**config.mk**
```make
export PLATFORM = sky130hd
export DESIGN_NAME = pil_panel_indicator
export DESIGN_NICKNAME = d
export VERILOG_FILES = /design/src/shared/pil_pkg.sv /design/src/core/pil_panel_indicator.sv
export SDC_FILE = /design/constraint.sdc
export NUM_CORES = 1
export LEC_CHECK = 0
export ABC_AREA = 1
export BUFFER_PORTS_ARGS = -buffer_cell sky130_fd_sc_hd__buf_2
export CORE_MARGIN = 4
export CORE_UTILIZATION = 55
export CTS_BUF_LIST = sky130_fd_sc_hd__clkbuf_16
export DETAILED_ROUTE_END_ITERATION = 8
export GPL_TIMING_DRIVEN = 0
export PLACE_DENSITY = 0.77
export RECOVER_POWER = 50
export SLEW_MARGIN = 20
export SYNTH_ARGS = -nofsm -noshare
export SYNTH_HDL_FRONTEND = slang
export SYNTH_SLANG_ARGS = --single-unit
export TNS_END_PERCENT = 10
```
**constraint.sdc**
```tcl
create_clock -name hclk -period 2 [get_ports hclk]
set_input_delay 0.1 -clock hclk [delete_from_list [all_inputs] [get_ports hclk]]
set_output_delay 0.1 -clock hclk [all_outputs]
set_load 0.05 [all_outputs]
```
**src/shared/pil_pkg.sv**
```systemverilog
// package: constants, modes and carriers for the panel indicator logic
`default_nettype none
package pil_pkg;
    // clock and shared timebase
    localparam int CLK_MHZ = 100;
    localparam int TICK_MS = 100;
    localparam int TICK_CYCLES = TICK_MS * 1000 * CLK_MHZ;
    localparam int TICKS_PER_S = 1000 / TICK_MS;
    localparam int FLASH_HALF = TICKS_PER_S / 2;
    // timed periods in seconds, as counted by the one second tick
    localparam int GATE_S = 45;
    localparam int WDOG_WIN_S = 10;
    localparam int POWERUP_S = 30;
    localparam int INHIBIT_S = 3600;
    // polled lamp stays lit this many ticks per poll
    localparam int POLL_TICKS = 2;
    // watchdog restart failures that latch the lamp
    localparam int WDOG_FAILS = 2;
    // register byte offsets
    localparam logic [7:0] CTRL_OFS = 8'h00;
    localparam logic [7:0] FIRE_ZONE_OFS = 8'h04;
    localparam logic [7:0] TRACK_OFS = 8'h08;
    localparam logic [7:0] LAMPS_OFS = 8'h0c;
    localparam logic [7:0] ZONE_LAMPS_OFS = 8'h10;
    localparam logic [7:0] ZONE_LATCH_OFS = 8'h14;
    localparam logic [7:0] STATE_OFS = 8'h18;
    // control fields
    localparam int CTRL_LAMP_TEST_BIT = 0;
    localparam int CTRL_REMOTE_BIT = 1;
    localparam int CTRL_RESET_BIT = 2;
    // reset values
    localparam logic [1:0] CTRL_RST = 2'h0;
    localparam logic [15:0] FIRE_ZONE_RST = 16'hffff;
    localparam logic [15:0] TRACK_RST = 16'h0000;
    // lamp behaviours, lowest priority first up to steady; pick ranks rapid above irapid
    typedef enum logic [2:0] {
        MODE_OFF, MODE_FLASH, MODE_STEADY, MODE_RAPID, MODE_IRAPID
    } pil_mode_t;
    // condition inputs from the surrounding alarm logic
    typedef struct packed {
        logic [1:0] silence_master;
        logic silence_remote;
        logic cpu_running;
        logic wdog_bite;
        logic [4:0] loop_fault;
        logic foreign_resp;
        logic comms_ok;
        logic poll;
        logic rmt_defect;
        logic link_defect;
        logic foreign_rmt;
        logic ext_defect_n;
        logic display_fault;
        logic battery_low_lamp;
        logic chg_start;
        logic [4:0] evac_fault;
        logic arr_fault;
        logic st_running;
        logic st_passed;
        logic st_failed;
        logic reinit;
        logic no_resp;
        logic nvm_fatal;
    } pil_cond_t;
    // lamp drives, high lights the lamp
    typedef struct packed {
        logic silence;
        logic common_fire;
        logic non_fire;
        logic watchdog;
        logic loop;
        logic polled;
        logic remote_def;
        logic evac;
        logic batt;
        logic charger;
        logic self_test;
        logic fault;
    } pil_lamp_t;
endpackage
`default_nettype wire

```
**src/core/pil_panel_indicator.sv**
```systemverilog
// panel indicator logic: lamp patterns, history latches, ahb-lite registers
`timescale 1ns/1ps
`default_nettype none
module pil_panel_indicator #(
    parameter int TICK_CYCLES = pil_pkg::TICK_CYCLES
) (
    // clock and reset
    input wire logic hclk,
    input wire logic hresetn,
    // ahb-lite slave
    input wire logic hsel,
    input wire logic [31:0] haddr,
    input wire logic [1:0] htrans,
    input wire logic hwrite,
    input wire logic [2:0] hsize,
    input wire logic [31:0] hwdata,
    input wire logic hready,
    output logic hreadyout,
    output logic hresp,
    output logic [31:0] hrdata,
    // conditions from the alarm logic
    input wire pil_pkg::pil_cond_t cond,
    input wire logic [15:0] zone_alarm,
    input wire logic [15:0] zone_gated,
    input wire logic [15:0] zone_defect,
    input wire logic [15:0] zone_test_fail,
    input wire logic door_open,
    // lamps and controller outputs
    output pil_pkg::pil_lamp_t lamps,
    output logic [15:0] zone_alarm_lamp,
    output logic [15:0] zone_defect_lamp,
    output logic defect_force,
    output logic buzzer_on
);
    // register state
    logic [1:0] ctrl_q;
    logic [15:0] fire_zone_q;
    logic [15:0] track_q;
    logic panel_reset;
    logic lamp_test;
    logic remote;
    assign lamp_test = ctrl_q[pil_pkg::CTRL_LAMP_TEST_BIT];
    assign remote = ctrl_q[pil_pkg::CTRL_REMOTE_BIT];

    // shared timebase: cycle prescaler, tick phase and one second tick
    logic [31:0] pre_q;
    logic [3:0] phase_q;
    logic tick;
    logic sec;
    logic ph_flash;
    logic ph_rapid;
    logic ph_irapid;
    assign tick = (pre_q == 32'(TICK_CYCLES - 1));
    assign sec = tick && (phase_q == 4'(pil_pkg::TICKS_PER_S - 1));
    always_ff @(posedge hclk or negedge hresetn) begin
        if (!hresetn) begin
            pre_q <= 32'h0;
            phase_q <= 4'h0;
        end else begin
            pre_q <= tick ? 32'h0 : pre_q + 32'h1;
            if (sec) begin
                phase_q <= 4'h0;
            end else if (tick) begin
                phase_q <= phase_q + 4'h1;
            end
        end
    end
    // all lamps share these phases so they flash in step
    assign ph_flash = (phase_q < 4'(pil_pkg::FLASH_HALF));
    assign ph_rapid = phase_q[0];
    assign ph_irapid = ph_rapid & ph_flash;

    // highest requested behaviour wins
    function automatic pil_pkg::pil_mode_t pick(input logic irap,
            input logic rap, input logic stdy, input logic fl);
        if (rap) begin
            pick = pil_pkg::MODE_RAPID;
        end else if (irap) begin
            pick = pil_pkg::MODE_IRAPID;
        end else if (stdy) begin
            pick = pil_pkg::MODE_STEADY;
        end else if (fl) begin
            pick = pil_pkg::MODE_FLASH;
        end else begin
            pick = pil_pkg::MODE_OFF;
        end
    endfunction

    // turn a behaviour into a lamp level; door blanking and lamp test
    function automatic logic show(input pil_pkg::pil_mode_t m,
            input logic blank, input logic lt, input logic f,
            input logic r, input logic ir);
        logic v;
        v = 1'b0;
        case (m)
            pil_pkg::MODE_FLASH: v = f;
            pil_pkg::MODE_STEADY: v = 1'b1;
            pil_pkg::MODE_RAPID: v = r;
            pil_pkg::MODE_IRAPID: v = ir;
            default: v = 1'b0;
        endcase
        show = lt | (v & ~blank);
    endfunction

    logic blank;
    assign blank = ~door_open;

    // per zone gating timer, alarm and defect history
    logic [15:0] zalarm_q;
    logic [15:0] zdef_q;
    logic [15:0] zact;
    logic [15:0] za_mode;
    logic [15:0] zd_mode;
    genvar z;
    generate
        for (z = 0; z < 16; z++) begin : g_zone
            logic [5:0] gate_q;
            logic gated_d1_q;
            logic gate_run;
            assign gate_run = (gate_q != 6'h0);
            // gated smoke counts only inside its gating window
            always_ff @(posedge hclk or negedge hresetn) begin
                if (!hresetn) begin
                    gate_q <= 6'h0;
                    gated_d1_q <= 1'b0;
                end else begin
                    gated_d1_q <= zone_gated[z];
                    if (zone_gated[z] && !gated_d1_q) begin
                        gate_q <= 6'(pil_pkg::GATE_S);
                    end else if (sec && gate_run) begin
                        gate_q <= gate_q - 6'h1;
                    end
                end
            end
            assign zact[z] = zone_alarm[z] | (zone_gated[z] & gate_run);
            // set wins over panel reset; tracking zones never latch an alarm, but defects still latch
            always_ff @(posedge hclk or negedge hresetn) begin
                if (!hresetn) begin
                    zalarm_q[z] <= 1'b0;
                    zdef_q[z] <= 1'b0;
                end else begin
                    zalarm_q[z] <= (zact[z] & ~track_q[z]) |
                        (zalarm_q[z] & ~panel_reset);
                    zdef_q[z] <= zone_defect[z] |
                        (zdef_q[z] & ~panel_reset);
                end
            end
            assign za_mode[z] = zact[z] | zalarm_q[z];
            assign zd_mode[z] = zone_defect[z] | zdef_q[z] |
                zone_test_fail[z];
        end
    endgenerate

    // common fire and non-fire by zone class
    logic any_fire;
    logic any_nonfire;
    assign any_fire = |(za_mode & fire_zone_q);
    assign any_nonfire = |(za_mode & ~fire_zone_q);

    // watchdog: count bites inside the window after the first one
    logic [3:0] wwin_q;
    logic [1:0] wcnt_q;
    logic wdog_q;
    always_ff @(posedge hclk or negedge hresetn) begin
        if (!hresetn) begin
            wwin_q <= 4'h0;
            wcnt_q <= 2'h0;
        end else if (cond.wdog_bite) begin
            if (wwin_q == 4'h0) begin
                wwin_q <= 4'(pil_pkg::WDOG_WIN_S);
                wcnt_q <= 2'h0;
            end else if (wcnt_q != 2'h3) begin
                wcnt_q <= wcnt_q + 2'h1;
            end
        end else if (sec && wwin_q != 4'h0) begin
            wwin_q <= wwin_q - 4'h1;
        end
    end
    // the latch is history; a new failure wins over panel reset
    always_ff @(posedge hclk or negedge hresetn) begin
        if (!hresetn) begin
            wdog_q <= 1'b0;
        end else begin
            wdog_q <= (cond.wdog_bite && wwin_q != 4'h0 &&
                wcnt_q == 2'(pil_pkg::WDOG_FAILS - 1)) |
                (wdog_q & ~panel_reset);
        end
    end

    // loop defect history and power-up rapid window
    logic loop_q;
    logic [4:0] pwr_q;
    always_ff @(posedge hclk or negedge hresetn) begin
        if (!hresetn) begin
            loop_q <= 1'b0;
            pwr_q <= 5'(pil_pkg::POWERUP_S);
        end else begin
            loop_q <= (|cond.loop_fault) | (loop_q & ~panel_reset);
            // ends early once responders all answer
            if (cond.comms_ok) begin
                pwr_q <= 5'h0;
            end else if (sec && pwr_q != 5'h0) begin
                pwr_q <= pwr_q - 5'h1;
            end
        end
    end

    // polled pulse, stretched so a single poll is visible
    logic [1:0] poll_q;
    always_ff @(posedge hclk or negedge hresetn) begin
        if (!hresetn) begin
            poll_q <= 2'h0;
        end else if (remote && cond.poll) begin
            poll_q <= 2'(pil_pkg::POLL_TICKS);
        end else if (tick && poll_q != 2'h0) begin
            poll_q <= poll_q - 2'h1;
        end
    end

    // battery low history and charger inhibit period
    logic batt_q;
    logic [11:0] inh_q;
    logic dip_q;
    logic inh_run;
    assign inh_run = (inh_q != 12'h0);
    always_ff @(posedge hclk or negedge hresetn) begin
        if (!hresetn) begin
            batt_q <= 1'b0;
        end else begin
            batt_q <= cond.battery_low_lamp | (batt_q & ~panel_reset);
        end
    end
    // panel reset clears the inhibit timer and forgets the dip, unless chg_start comes in the same cycle
    always_ff @(posedge hclk or negedge hresetn) begin
        if (!hresetn) begin
            inh_q <= 12'h0;
            dip_q <= 1'b0;
        end else if (cond.chg_start) begin
            inh_q <= 12'(pil_pkg::INHIBIT_S);
            dip_q <= cond.battery_low_lamp;
        end else if (panel_reset) begin
            inh_q <= 12'h0;
            dip_q <= 1'b0;
        end else begin
            if (sec && inh_run) begin
                inh_q <= inh_q - 12'h1;
            end
            // dip holds for the rest of the period
            dip_q <= inh_run & (dip_q | cond.battery_low_lamp);
        end
    end

    // behaviour of each lamp
    pil_pkg::pil_mode_t m_sil, m_loop, m_rdef, m_evac, m_batt;
    pil_pkg::pil_mode_t m_chg, m_st, m_fault, m_poll;
    logic rdef_remote;
    assign rdef_remote = ~cond.ext_defect_n | cond.display_fault |
        cond.battery_low_lamp | dip_q;
    always_comb begin
        m_sil = pick(1'b0, 1'b0, cond.silence_remote,
            |cond.silence_master);
        m_loop = pick(1'b0, pwr_q != 5'h0, cond.foreign_resp,
            (|cond.loop_fault) | loop_q);
        m_rdef = remote ? pick(1'b0, 1'b0, 1'b0, rdef_remote) :
            pick(1'b0, 1'b0, cond.foreign_rmt,
            cond.rmt_defect | cond.link_defect);
        m_evac = pick(1'b0, 1'b0, cond.arr_fault,
            |cond.evac_fault);
        m_batt = pick(1'b0, 1'b0, 1'b0, cond.battery_low_lamp | batt_q);
        m_chg = pick(1'b0, 1'b0, inh_run & ~dip_q, dip_q);
        m_st = pick(cond.st_failed, cond.reinit, cond.st_passed,
            cond.st_running);
        m_fault = remote ? pick(1'b0, 1'b0, cond.display_fault, 1'b0) :
            pick(1'b0, cond.nvm_fatal, cond.display_fault,
            cond.no_resp);
        m_poll = pick(1'b0, 1'b0, remote && poll_q != 2'h0, 1'b0);
    end

    // lamp drive flops; zone alarm lamps ignore the door
    always_ff @(posedge hclk or negedge hresetn) begin
        if (!hresetn) begin
            lamps <= '0;
            zone_alarm_lamp <= 16'h0000;
            zone_defect_lamp <= 16'h0000;
            defect_force <= 1'b0;
            buzzer_on <= 1'b0;
        end else begin
            for (int i = 0; i < 16; i++) begin
                zone_alarm_lamp[i] <= lamp_test |
                    (za_mode[i] & ph_flash);
                zone_defect_lamp[i] <= lamp_test |
                    (zd_mode[i] & ph_flash & ~blank);
            end
            lamps.silence <= show(m_sil, 1'b0, lamp_test, ph_flash,
                ph_rapid, ph_irapid);
            lamps.common_fire <= lamp_test | (any_fire & ph_flash);
            lamps.non_fire <= lamp_test | (any_nonfire & ph_flash);
            lamps.watchdog <= wdog_q;
            lamps.loop <= show(m_loop, blank, lamp_test, ph_flash,
                ph_rapid, ph_irapid);
            lamps.polled <= show(m_poll, blank, lamp_test, ph_flash,
                ph_rapid, ph_irapid);
            lamps.remote_def <= show(m_rdef, blank, lamp_test, ph_flash,
                ph_rapid, ph_irapid);
            lamps.evac <= show(m_evac, blank, lamp_test, ph_flash,
                ph_rapid, ph_irapid);
            lamps.batt <= show(m_batt, blank, lamp_test, ph_flash,
                ph_rapid, ph_irapid);
            lamps.charger <= show(m_chg, blank, lamp_test, ph_flash,
                ph_rapid, ph_irapid);
            lamps.self_test <= show(m_st, blank, lamp_test, ph_flash,
                ph_rapid, ph_irapid);
            lamps.fault <= show(m_fault, blank, lamp_test, ph_flash,
                ph_rapid, ph_irapid);
            // a stalled processor cannot be trusted to raise defect
            defect_force <= ~cond.cpu_running | dip_q;
            buzzer_on <= ~cond.cpu_running;
        end
    end

    // ahb-lite: address phase captured, data phase acts, no wait states
    logic wr_pend_q;
    logic [7:0] wr_addr_q;
    logic acc;
    assign acc = hsel && hready && htrans[1] && (hsize == 3'h2);
    assign hreadyout = 1'b1;
    assign hresp = 1'b0;
    always_ff @(posedge hclk or negedge hresetn) begin
        if (!hresetn) begin
            wr_pend_q <= 1'b0;
            wr_addr_q <= 8'h00;
        end else begin
            wr_pend_q <= acc && hwrite;
            wr_addr_q <= haddr[7:0];
        end
    end
    // panel reset is a one-cycle pulse from a control write
    assign panel_reset = wr_pend_q && (wr_addr_q == pil_pkg::CTRL_OFS) &&
        hwdata[pil_pkg::CTRL_RESET_BIT];
    always_ff @(posedge hclk or negedge hresetn) begin
        if (!hresetn) begin
            ctrl_q <= pil_pkg::CTRL_RST;
            fire_zone_q <= pil_pkg::FIRE_ZONE_RST;
            track_q <= pil_pkg::TRACK_RST;
        end else if (wr_pend_q) begin
            case (wr_addr_q)
                pil_pkg::CTRL_OFS: ctrl_q <= hwdata[1:0];
                pil_pkg::FIRE_ZONE_OFS: fire_zone_q <= hwdata[15:0];
                pil_pkg::TRACK_OFS: track_q <= hwdata[15:0];
                default: ctrl_q <= ctrl_q;
            endcase
        end
    end
    // read data is fetched in the address phase so it stands in a flop
    always_ff @(posedge hclk or negedge hresetn) begin
        if (!hresetn) begin
            hrdata <= 32'h0;
        end else if (acc && !hwrite) begin
            case (haddr[7:0])
                pil_pkg::CTRL_OFS: hrdata <= {30'h0, ctrl_q};
                pil_pkg::FIRE_ZONE_OFS: hrdata <= {16'h0, fire_zone_q};
                pil_pkg::TRACK_OFS: hrdata <= {16'h0, track_q};
                pil_pkg::LAMPS_OFS: hrdata <= {20'h0, lamps};
                pil_pkg::ZONE_LAMPS_OFS:
                    hrdata <= {zone_defect_lamp, zone_alarm_lamp};
                pil_pkg::ZONE_LATCH_OFS: hrdata <= {zdef_q, zalarm_q};
                pil_pkg::STATE_OFS: hrdata <= {26'h0, pwr_q != 5'h0,
                    loop_q, dip_q, inh_run, batt_q, wdog_q};
                default: hrdata <= 32'h0;
            endcase
        end
    end
endmodule
`default_nettype wire

```
======== Yosys cells after proc, flatten, opt, wreduce, memory -nomap -nowiden ========
Index checks and enable logic that the tools add are counted.
storage, ports and cells
  register bits ........................... 330
  bits of input ports ..................... 171
  logic and storage cells ................. 675
cells by class
  add/sub/neg operators ................... 23
  order comparisons ....................... 1
  equal/unequal tests ..................... 50
  muxes and demuxes ....................... 83
  bitwise operators ....................... 301
  reductions and logical operators ........ 120
operator list
  kind                   number
  $pmux 32 s7            1
  $mux 6                 32
  $or 1x1->1             150
  $and 1x1->1            128
  $reduce_bool 6->1      16
  $sub 6x1->6 const B    16
  $eq 3x2->1 const B     19
  $logic_and 1x1->1      48
  $reduce_bool 2->1      22
  $mux 12                3
  $pmux 1 s4             9
  $add 32x1->32 const B  1
  $and 16x16->16         2
  $eq 32x24->1 const B   1
  $mux 32                1
  $reduce_or 16->1       2
  $eq 3x1->1 const B     9
  $eq 3x3->1 const B     9
  $mux 3                 9
  $eq 8x4->1 const B     3
  $eq 8x5->1 const B     3
  $mux 2                 10
  $mux 4                 5
  $not 1->1              20
  other kinds (25)       59

======== Depth between registers and ports, before layout ========
Gate-level depths: netlist (run 1).
  depth in word-level cells ............... 10
  depth in mapped cells ................... 12

======== Least setup slack after synthesis (run 1) ========
No wires, ideal clock.
  path kind ............................... flip-flop to flip-flop
  start ................................... register pre_q[0]
  end ..................................... register g_zone[12].gate_q[0]
  arrival time ............................ 1702 ps
  required time ........................... 1934 ps
  setup slack ............................. 233 ps
  stages on the path, launching flop included .. 13
  clock period less this slack ............ 1767 ps
  path through ............................ dfrtp_1 ha_1 nand3_1 inv_2 nand2_1 nor2_1 nand2_2 nor2_4 buf_6 nand2_4 nand2_2 nand2_1 nand2_1
on the way
  longest elaborated chain between the ends .. 4
RTL lines
  what                                RTL line                    text
  start, declared                     pil_panel_indicator.sv:46   logic [31:0] pre_q;
  start signal, assigned              pil_panel_indicator.sv:60   pre_q <= tick ? 32'h0 : pre_q + 32'h1;
  $eq 32x24->1                        pil_panel_indicator.sv:53   assign tick = (pre_q == 32'(TICK_CYCLES - 1));
  $logic_and 1x1->1                   pil_panel_indicator.sv:54   assign sec = tick && (phase_q == 4'(pil_pkg::TICKS_PER_S - 1));
  $logic_and 1x1->1                   pil_panel_indicator.sv:130  end else if (sec && gate_run) begin
  $reduce_bool 2->1 (no source line)  -
  end signal, assigned                pil_panel_indicator.sv:129  gate_q <= 6'(pil_pkg::GATE_S);
  end signal, assigned                pil_panel_indicator.sv:131  gate_q <= gate_q - 6'h1;
  end, declared                       pil_panel_indicator.sv:117  logic [5:0] gate_q;
Every way passes these cells.
A chain may end at the register's enable or synchronous reset.

======== Worst setup path in the final report (run 1) ========
  start ................................... register pre_q[18]
  end ..................................... register g_zone[10].gate_q[1]
on the way
  longest elaborated chain between the ends .. 4
RTL lines
  what                                RTL line
  $eq 32x24->1                        pil_panel_indicator.sv:53
  $logic_and 1x1->1                   pil_panel_indicator.sv:54
  $logic_and 1x1->1                   pil_panel_indicator.sv:130
  $reduce_bool 2->1 (no source line)  -
  end signal, assigned                pil_panel_indicator.sv:129
  end signal, assigned                pil_panel_indicator.sv:131
  end, declared                       pil_panel_indicator.sv:117
Every way passes these cells.

==> results.cfg, run 1 <==
[floorplanning]
die-area_sq_um = 34130
start_util_pct = 56.02
ios = 251
placementRows = 64
die_w_microns = 184.7
fp.dieH_microns = 184.7
core_sq_um = 30670

[power_and_ir_drop]
pwr-share-seq_pct = 43.4
leakage_nw = 11.34
pwr_density_cell_nw_per_um2 = 821.4
max-vdd-ir-drop_v = 0.0005992
p_comb_share_pct = 19.2
p_sw_mw = 5.244
pwr-share-clk_pct = 37.4
switching_share_pct = 29.58
power.internal_mw = 12.48
power_mw = 17.73

[sta]
period_share_pct = 101.3
maxSlewViolCount = 0
rsz0062_at_grt = yes
fin_crit_ns = 2.027
finalClockSkew_ns = 0.01107
worst_slack_ns = -0.02662
hold_slack_ns = 0.02705
hold_violations = 0
finalSetupViolations = 25
tightest_slew_ns = 1.041
finalSetupTns_ns = -0.3378
slew_headroom_pct = 30.60
max_freq_mhz = 493.4

[worst_hold_path]
hp-class = primary input to flip-flop

[synthesis]
synth_top_cell_area_share_pct = 45.15
ys_types = 38
syn_nets = 2437
synth_area_sq_um = 17180
synthFlopType = dfrtp_1
synthArstFlopShare_pct = 100.0
synth.ff_latch_count = 330
synthCells = 2223
netlist_top_cells_area = dfrtp_1 45%, nand2_1 15%, nand3_1 6.8%
yosysSeqAreaShare_pct = 48.21
ys_warn_count = 0
avgSynthCellArea_sq_um = 7.728
yosysTopAreaCell = dfrtp_1
synth_edf_count = 0

[clock_network]
cts_buffer_depth = 3
clk_latency_ns = 0.52
numCtsBuffers = 37
cts_max_level = 2
cts_tree = built
cts_root_buf = clkbuf_16
cts_sinks = 330
cts.clk_slew.worst_paths_ns = 0.06

[routing]
vias_per_cell = 5.469
routedWlPerCell_microns = 16.40
drt_wl_total_microns = 49510
first_iter_violations = 1356
num_vias = 16500
dr.pass1.iters = 6
post-route-drc-count = 0
ant_nets = 0

[critical_path]
critical_path_class = flip-flop to flip-flop
cp.arrival_ns = 2.48
crit_path_end_kind = flip-flop
crit_path_start_kind = flip-flop
worst-path-max-fanout = 7
crit_required_ns = 2.45

[global_route]
groute.usage.overall_pct = 28.14
grt_pass1_vias = 16150
grt_start_max_net_pins = 100
antenna_found_initial = 2
overflow = 0
grt_pass1_wl_microns = 78250

[job]
max-cap-violations = 0

[run_status]
violations = negative setup slack
status = finished, violations left

[cells_and_area]
drive_above_1_share_pct = 13.66
final_nets = 2809
final_cell_mix = 648 x nand2_1, 306 x dfrtp_1, 285 x inv_1, 224 x nand3_1, 140 x buf_2
layout_commonest_cell = nand2_1
multi_input_area_sq_um = 7978
area_delta_synth_final_pct = 25.63
regArea_sq_um = 8288
fill_cells = 2384

[placement]
port_buffers = 206
routabilityCongestion = 0.9247
dpl.hpwl_microns = 34230
-- sequential cells by signal (all words and copies together) (netlist names), 16 cells and up --
register,count
fire_zone_q,16
g_zone.gate_q,96
g_zone.gated_d1_q,16
hrdata,32
pre_q,32
track_q,16
zalarm_q,16
zdef_q,16
zone_alarm_lamp,16
zone_defect_lamp,16
-- worst max-delay path: stages (launching register included) --
cell	delay [ns]
dfrtp_2	0.45
nor4_2	0.27
nand2_1	0.09
nor2_2	0.16
nand2_2	0.12
nor2_4	0.26
buf_6	0.15
buf_12	0.14
nand2_8	0.09
nand2_8	0.11
nand2_1	0.06
nand2_1	0.06
-- per-layer routing --
layer	GRT usage [%]	part of all wire, %
met5	0	0.026
met4	13.83	4.9
met3	4.737	6.8
met2	46.13	48
met1	36.47	40
-- cells by family after synthesis --
kind of cell,count (synthesis),share of synthesized area [%]
AO/OA/AOI/OAI,213,6.795
XOR/XNOR,54,2.753
adder cells (fa/ha/maj),43,3.132
buffers and inverters,349,7.793
flip-flops,330,48.21
other,2,0.04371
AND/OR/NAND/NOR,1232,31.27
-- power by group through the flow --
stage	Sequential [mW]	Combinational [mW]	Clock (mW)
5_1_grt	7.76	3.92	7.00
3_3_place_gp	7.76	2.88	0
2_1_floorplan	7.71	2.23	0
6_report	7.69	3.41	6.62
3_5_place_dp	7.77	3.06	0
4_1_cts	7.67	3.27	6.72
-- synthesized netlist by cell type, types with 3 or more instances --
library cell,n
nand2_1,684
nor4_1,11
dfrtp_1,310
xor2_1,33
o21ai_0,124
ha_1,43
a21oi_1,22
o22ai_1,22
nand3_1,233
nor3_1,65
nand2_2,15
nand4_1,44
dfstp_2,20
o211ai_1,6
nor2_1,131
clkbuf_1,49
inv_2,5
or2_2,20
o31ai_1,5
nor3b_1,3
o21ai_1,16
buf_1,3
nand2_4,10
buf_2,5
xnor2_1,21
o21bai_1,16
nand3b_1,12
inv_1,281
-- final cells by class --
| cell class | instances | area share, % |
|---|---|---|
| flip-flops and latches | 330 | 38.40 |
| multi-input cells | 1544 | 36.96 |
| repair buffers | 334 | 10.48 |
| inverters | 288 | 5.020 |
| clock buffers | 37 | 4.290 |
| well taps | 396 | 2.296 |
| plain buffers | 60 | 1.449 |
| clock inverters | 28 | 1.090 |
| diodes | 1 | 0.01159 |
-- per-stage QoR --
stage               worst slack, ns  cells  instance area, sq um  util (%)
CTS                        -0.02353   3013                 21340     69.59
global placement             -5.429   2825                 18710     60.99
global route                -0.1608   3018                 21580     70.37
detailed placement          -0.3727   2828                 18800     61.30
floorplan                    0.2326   2223                 17180         -
finish                     -0.02662   3018                 21580     70.37
-- final timing paths --
kind	startpoint	end	slack, ns	cells after the start
worst max-delay path	pre_q[18]$_DFF_PN0_	g_zone[10].gate_q[1]$_DFFE_PN0P_	-0.03	11
worst min-delay path	cond[4]	lamps[1]$_DFF_PN0_	0.03	5
worst max register to register	pre_q[18]$_DFF_PN0_	g_zone[10].gate_q[1]$_DFFE_PN0P_	-0.03	11
worst min register to register	wdog_q$_DFF_PN0_	lamps[8]$_DFF_PN0_	0.43	0
max in group asynchronous	hresetn	pre_q[19]$_DFF_PN0_	0.26	3
min in group asynchronous	hresetn	g_zone[11].gate_q[2]$_DFFE_PN0P_	0.16	2
-- repair_timing --
item                                    in CTS  in global routing
resized for setup                           54                 93
gates cloned                                 1                  0
endpoints found under the setup margin     178                189
hold buffers                               111                  0
endpoints found under the hold margin      234                  0
pin swaps                                    6                 26
setup buffers                                8                  6
No activity file was read; power rests on OpenSTA's default activity.
==> run 2, diff against run 1 <==
- CELL_PAD_IN_SITES_DETAIL_PLACEMENT: unset -> 1
- CELL_PAD_IN_SITES_GLOBAL_PLACEMENT: unset -> 2
- CORE_UTILIZATION: 55 -> 33
- PLACE_DENSITY: 0.77 -> unset
- PLACE_DENSITY_LB_ADDON: unset -> 0.1
- SETUP_SLACK_MARGIN: unset -> 0.15
==> run 2 against run 1 <==
Effect of this change: the flow still finishes with violations (negative setup slack); global-route usage decreased by 6.6 points; setup slack better by 0.0084 ns; final area increased by 6.2%; sequential power about the same; flip-flop and latch count unchanged; maximum frequency increased by 0.42%; combinational power increased by 4%; die area rose by 63%; critical path depth rose by 2; via count down 0.76%; clock-buffer cell count grew 8; total power up 7.6%; critical path type unchanged; largest power group is now clock.
==> results.cfg, run 2 (synthesized netlist as in run 1, its figures left out) <==
[power_and_ir_drop]
max-vdd-ir-drop_v = 0.0006409
pwr-share-seq_pct = 40.5
p_sw_mw = 5.738
switching_share_pct = 30.09
pwr_density_cell_nw_per_um2 = 831.8
p_comb_share_pct = 18.6
leakage_nw = 11.78
power.internal_mw = 13.33
pwr-share-clk_pct = 40.9

[sta]
slew_headroom_pct = 12.57
hold_violations = 0
tightest_slew_ns = 1.311
maxSlewViolCount = 0
finalSetupViolations = 21
worst_slack_ns = -0.01820
fin_crit_ns = 2.018
rsz0062_at_grt = yes
period_share_pct = 100.9
finalClockSkew_ns = 0.01526
max_freq_mhz = 495.5

[critical_path]
timing.rr.start = pre_q[0]$_DFF_PN0_
worst-path-max-fanout = 7
r2r-end = g_zone[6].gate_q[3]$_DFFE_PN0P_
r2r_slack_ns = -0.02
rr_worst_depth = 13
crit_required_ns = 2.46
crit_top_cell = nand2_2
crit_path_end_kind = flip-flop
critical_path_class = flip-flop to flip-flop
path_cells = ha_4, nand3_4, inv_4, nand2_2, nor2_2, nand2_2, nor2_4, buf_12, buf_12, buf_16, nand2_8, nand3_1, nand2_2
cpPeakStageDelay_ns = 0.43
crit_path_start_kind = flip-flop
cp.arrival_ns = 2.48
crit_path_top_delay_cell = dfrtp_1

[clock_network]
cts_buffer_depth = 3
cts_sinks = 330
cts_max_level = 2
cts_root_buf = clkbuf_16
cts.clk_slew.worst_paths_ns = 0.06
clk_latency_ns = 0.57
cts_tree = built
numCtsBuffers = 43

[global_route]
groute.usage.overall_pct = 21.50
antenna_found_initial = 4
grt_pass1_wl_microns = 96500
overflow = 0
grt_pass1_vias = 17480
grt_start_max_net_pins = 92

[cells_and_area]
multi_input_area_sq_um = 8358
area_delta_synth_final_pct = 33.46
fin_area_sq_um = 22930
final_cell_mix = 619 x nand2_1, 302 x dfrtp_1, 284 x inv_1, 215 x nand3_1, 181 x buf_2
layout_commonest_cell = nand2_1
utilization_pct = 44.60
drive_above_1_share_pct = 18.65
largest_register = g_zone.gate_q
final_nets = 2839
reg.largest.list = g_zone.gate_q (96), hrdata (32), pre_q (32)
largest_register_ffs = 96
fill_cells = 6287
regArea_sq_um = 8293

[floorplanning]
die-area_sq_um = 55780
fp.dieH_microns = 236.2
ios = 251
core_sq_um = 51410
die_w_microns = 236.2
placementRows = 83
start_util_pct = 33.42

[routing]
routedWlPerCell_microns = 18.19
vias_per_cell = 4.904
dr.pass1.iters = 5
num_vias = 16380
post-route-drc-count = 0
drt_wl_total_microns = 60750
first_iter_violations = 803
ant_nets = 0

[placement]
routabilityCongestion = 0.8143
post_dp_cell_area_sq_um = 19180
dpl.hpwl_microns = 42910
port_buffers = 206

[worst_hold_path]
hold_path_depth = 4
min-delay-start = cond[12]
hp-class = primary input to flip-flop
min_to = inh_q[5]$_DFFE_PN0P_

[run_status]
status = finished, violations left
violations = negative setup slack

[job]
max-cap-violations = 0
## run 2: cell count changes in the layout (fill, tap and decap cells not counted), moves of 12 or more
cell,before,now
nand2_1,648,619
nand2_4,23,11
buf_2,140,181
buf_4,14,28
clkbuf_1,109,66
nand2_2,28,55
nand2_8,10,24
## run 2: what timing repair did
item,4_1_cts,5_1_grt
endpoints found under the setup margin,216,184
pin swaps,49,41
cloned,3,0
gates resized for setup,154,92
hold endpoints to repair,362,1
setup buffers,17,10
hold buffers,116,1
## run 2: power by group through the flow
stage | clock network [mW] | registers [mW] | logic [mW]
CTS | 8.03 | 7.70 | 3.49
global route | 8.34 | 7.80 | 4.12
detailed placement | 0 | 7.80 | 3.18
global placement | 0 | 7.78 | 3.01
floorplan | 0 | 7.71 | 2.23
finish | 7.80 | 7.72 | 3.55
## run 2: worst max path at each step
stage / from / slack [ns] / endpoint / cells after the start
5_1_grt: pre_q[0]$_DFF_PN0_ / -0.15 / g_zone[8].gate_q[2]$_DFFE_PN0P_ / 14
3_3_place_gp: hresetn / -6.17 / hrdata[28]$_DFFE_PN0P_ / 1
2_1_floorplan: pre_q[0]$_DFF_PN0_ / 0.23 / g_zone[12].gate_q[0]$_DFFE_PN0P_ / 12
4_1_cts: pre_q[9]$_DFF_PN0_ / -0.02 / g_zone[4].gate_q[1]$_DFFE_PN0P_ / 13
6_report: pre_q[0]$_DFF_PN0_ / -0.02 / g_zone[6].gate_q[3]$_DFFE_PN0P_ / 13
3_5_place_dp: phase_q[0]$_DFFE_PN0P_ / -0.74 / zone_defect_lamp[5]$_DFF_PN0_ / 7
## run 2: stage by stage
step	TNS (ns)	total power, mW	hold WS (ns)	cells	worst slack (ns)
after floorplan	0	9.938	-0.1956	2223	0.2326
after global placement	-2052.15	10.78	0.2302	3109	-6.172
after detailed placement	-81.75	10.98	-0.05053	3113	-0.7426
after CTS	-0.2923	19.22	0.01215	3328	-0.01756
after global routing	-7.806	20.26	0.07948	3340	-0.1461
final	-0.2029	19.07	0.05956	3340	-0.01820
## run 2: final cells by class
type | instances | share of cell area (%)
multi-input combinational | 1544 | 36.45
tap | 680 | 3.711
sequential | 330 | 36.17
antenna | 1 | 0.01091
clock buffer | 45 | 4.911
inverter | 288 | 4.742
buffer | 61 | 1.599
timing repair buffer | 357 | 11.21
clock inverter | 34 | 1.195
## run 2: metal layers
| metal | part of all wire, % | GRT usage (%) | vias up |
|---|---|---|---|
| met4 | 2.5 | 5.962 | 4 |
| met3 | 3.6 | 3.332 | 89 |
| met5 | 0.044 | 0 | - |
| met1 | 46 | 28.90 | 8126 |
| li1 | - | - | 7925 |
| met2 | 48 | 36.24 | 234 |
## run 2: critical path, delay by kind of cell, from the launching register on
family	cells	cell delay, ns
DFF	1	0.43
adders and majority gates	1	0.18
buffers and inverters	4	0.53
and+or+nand+nor	8	0.76
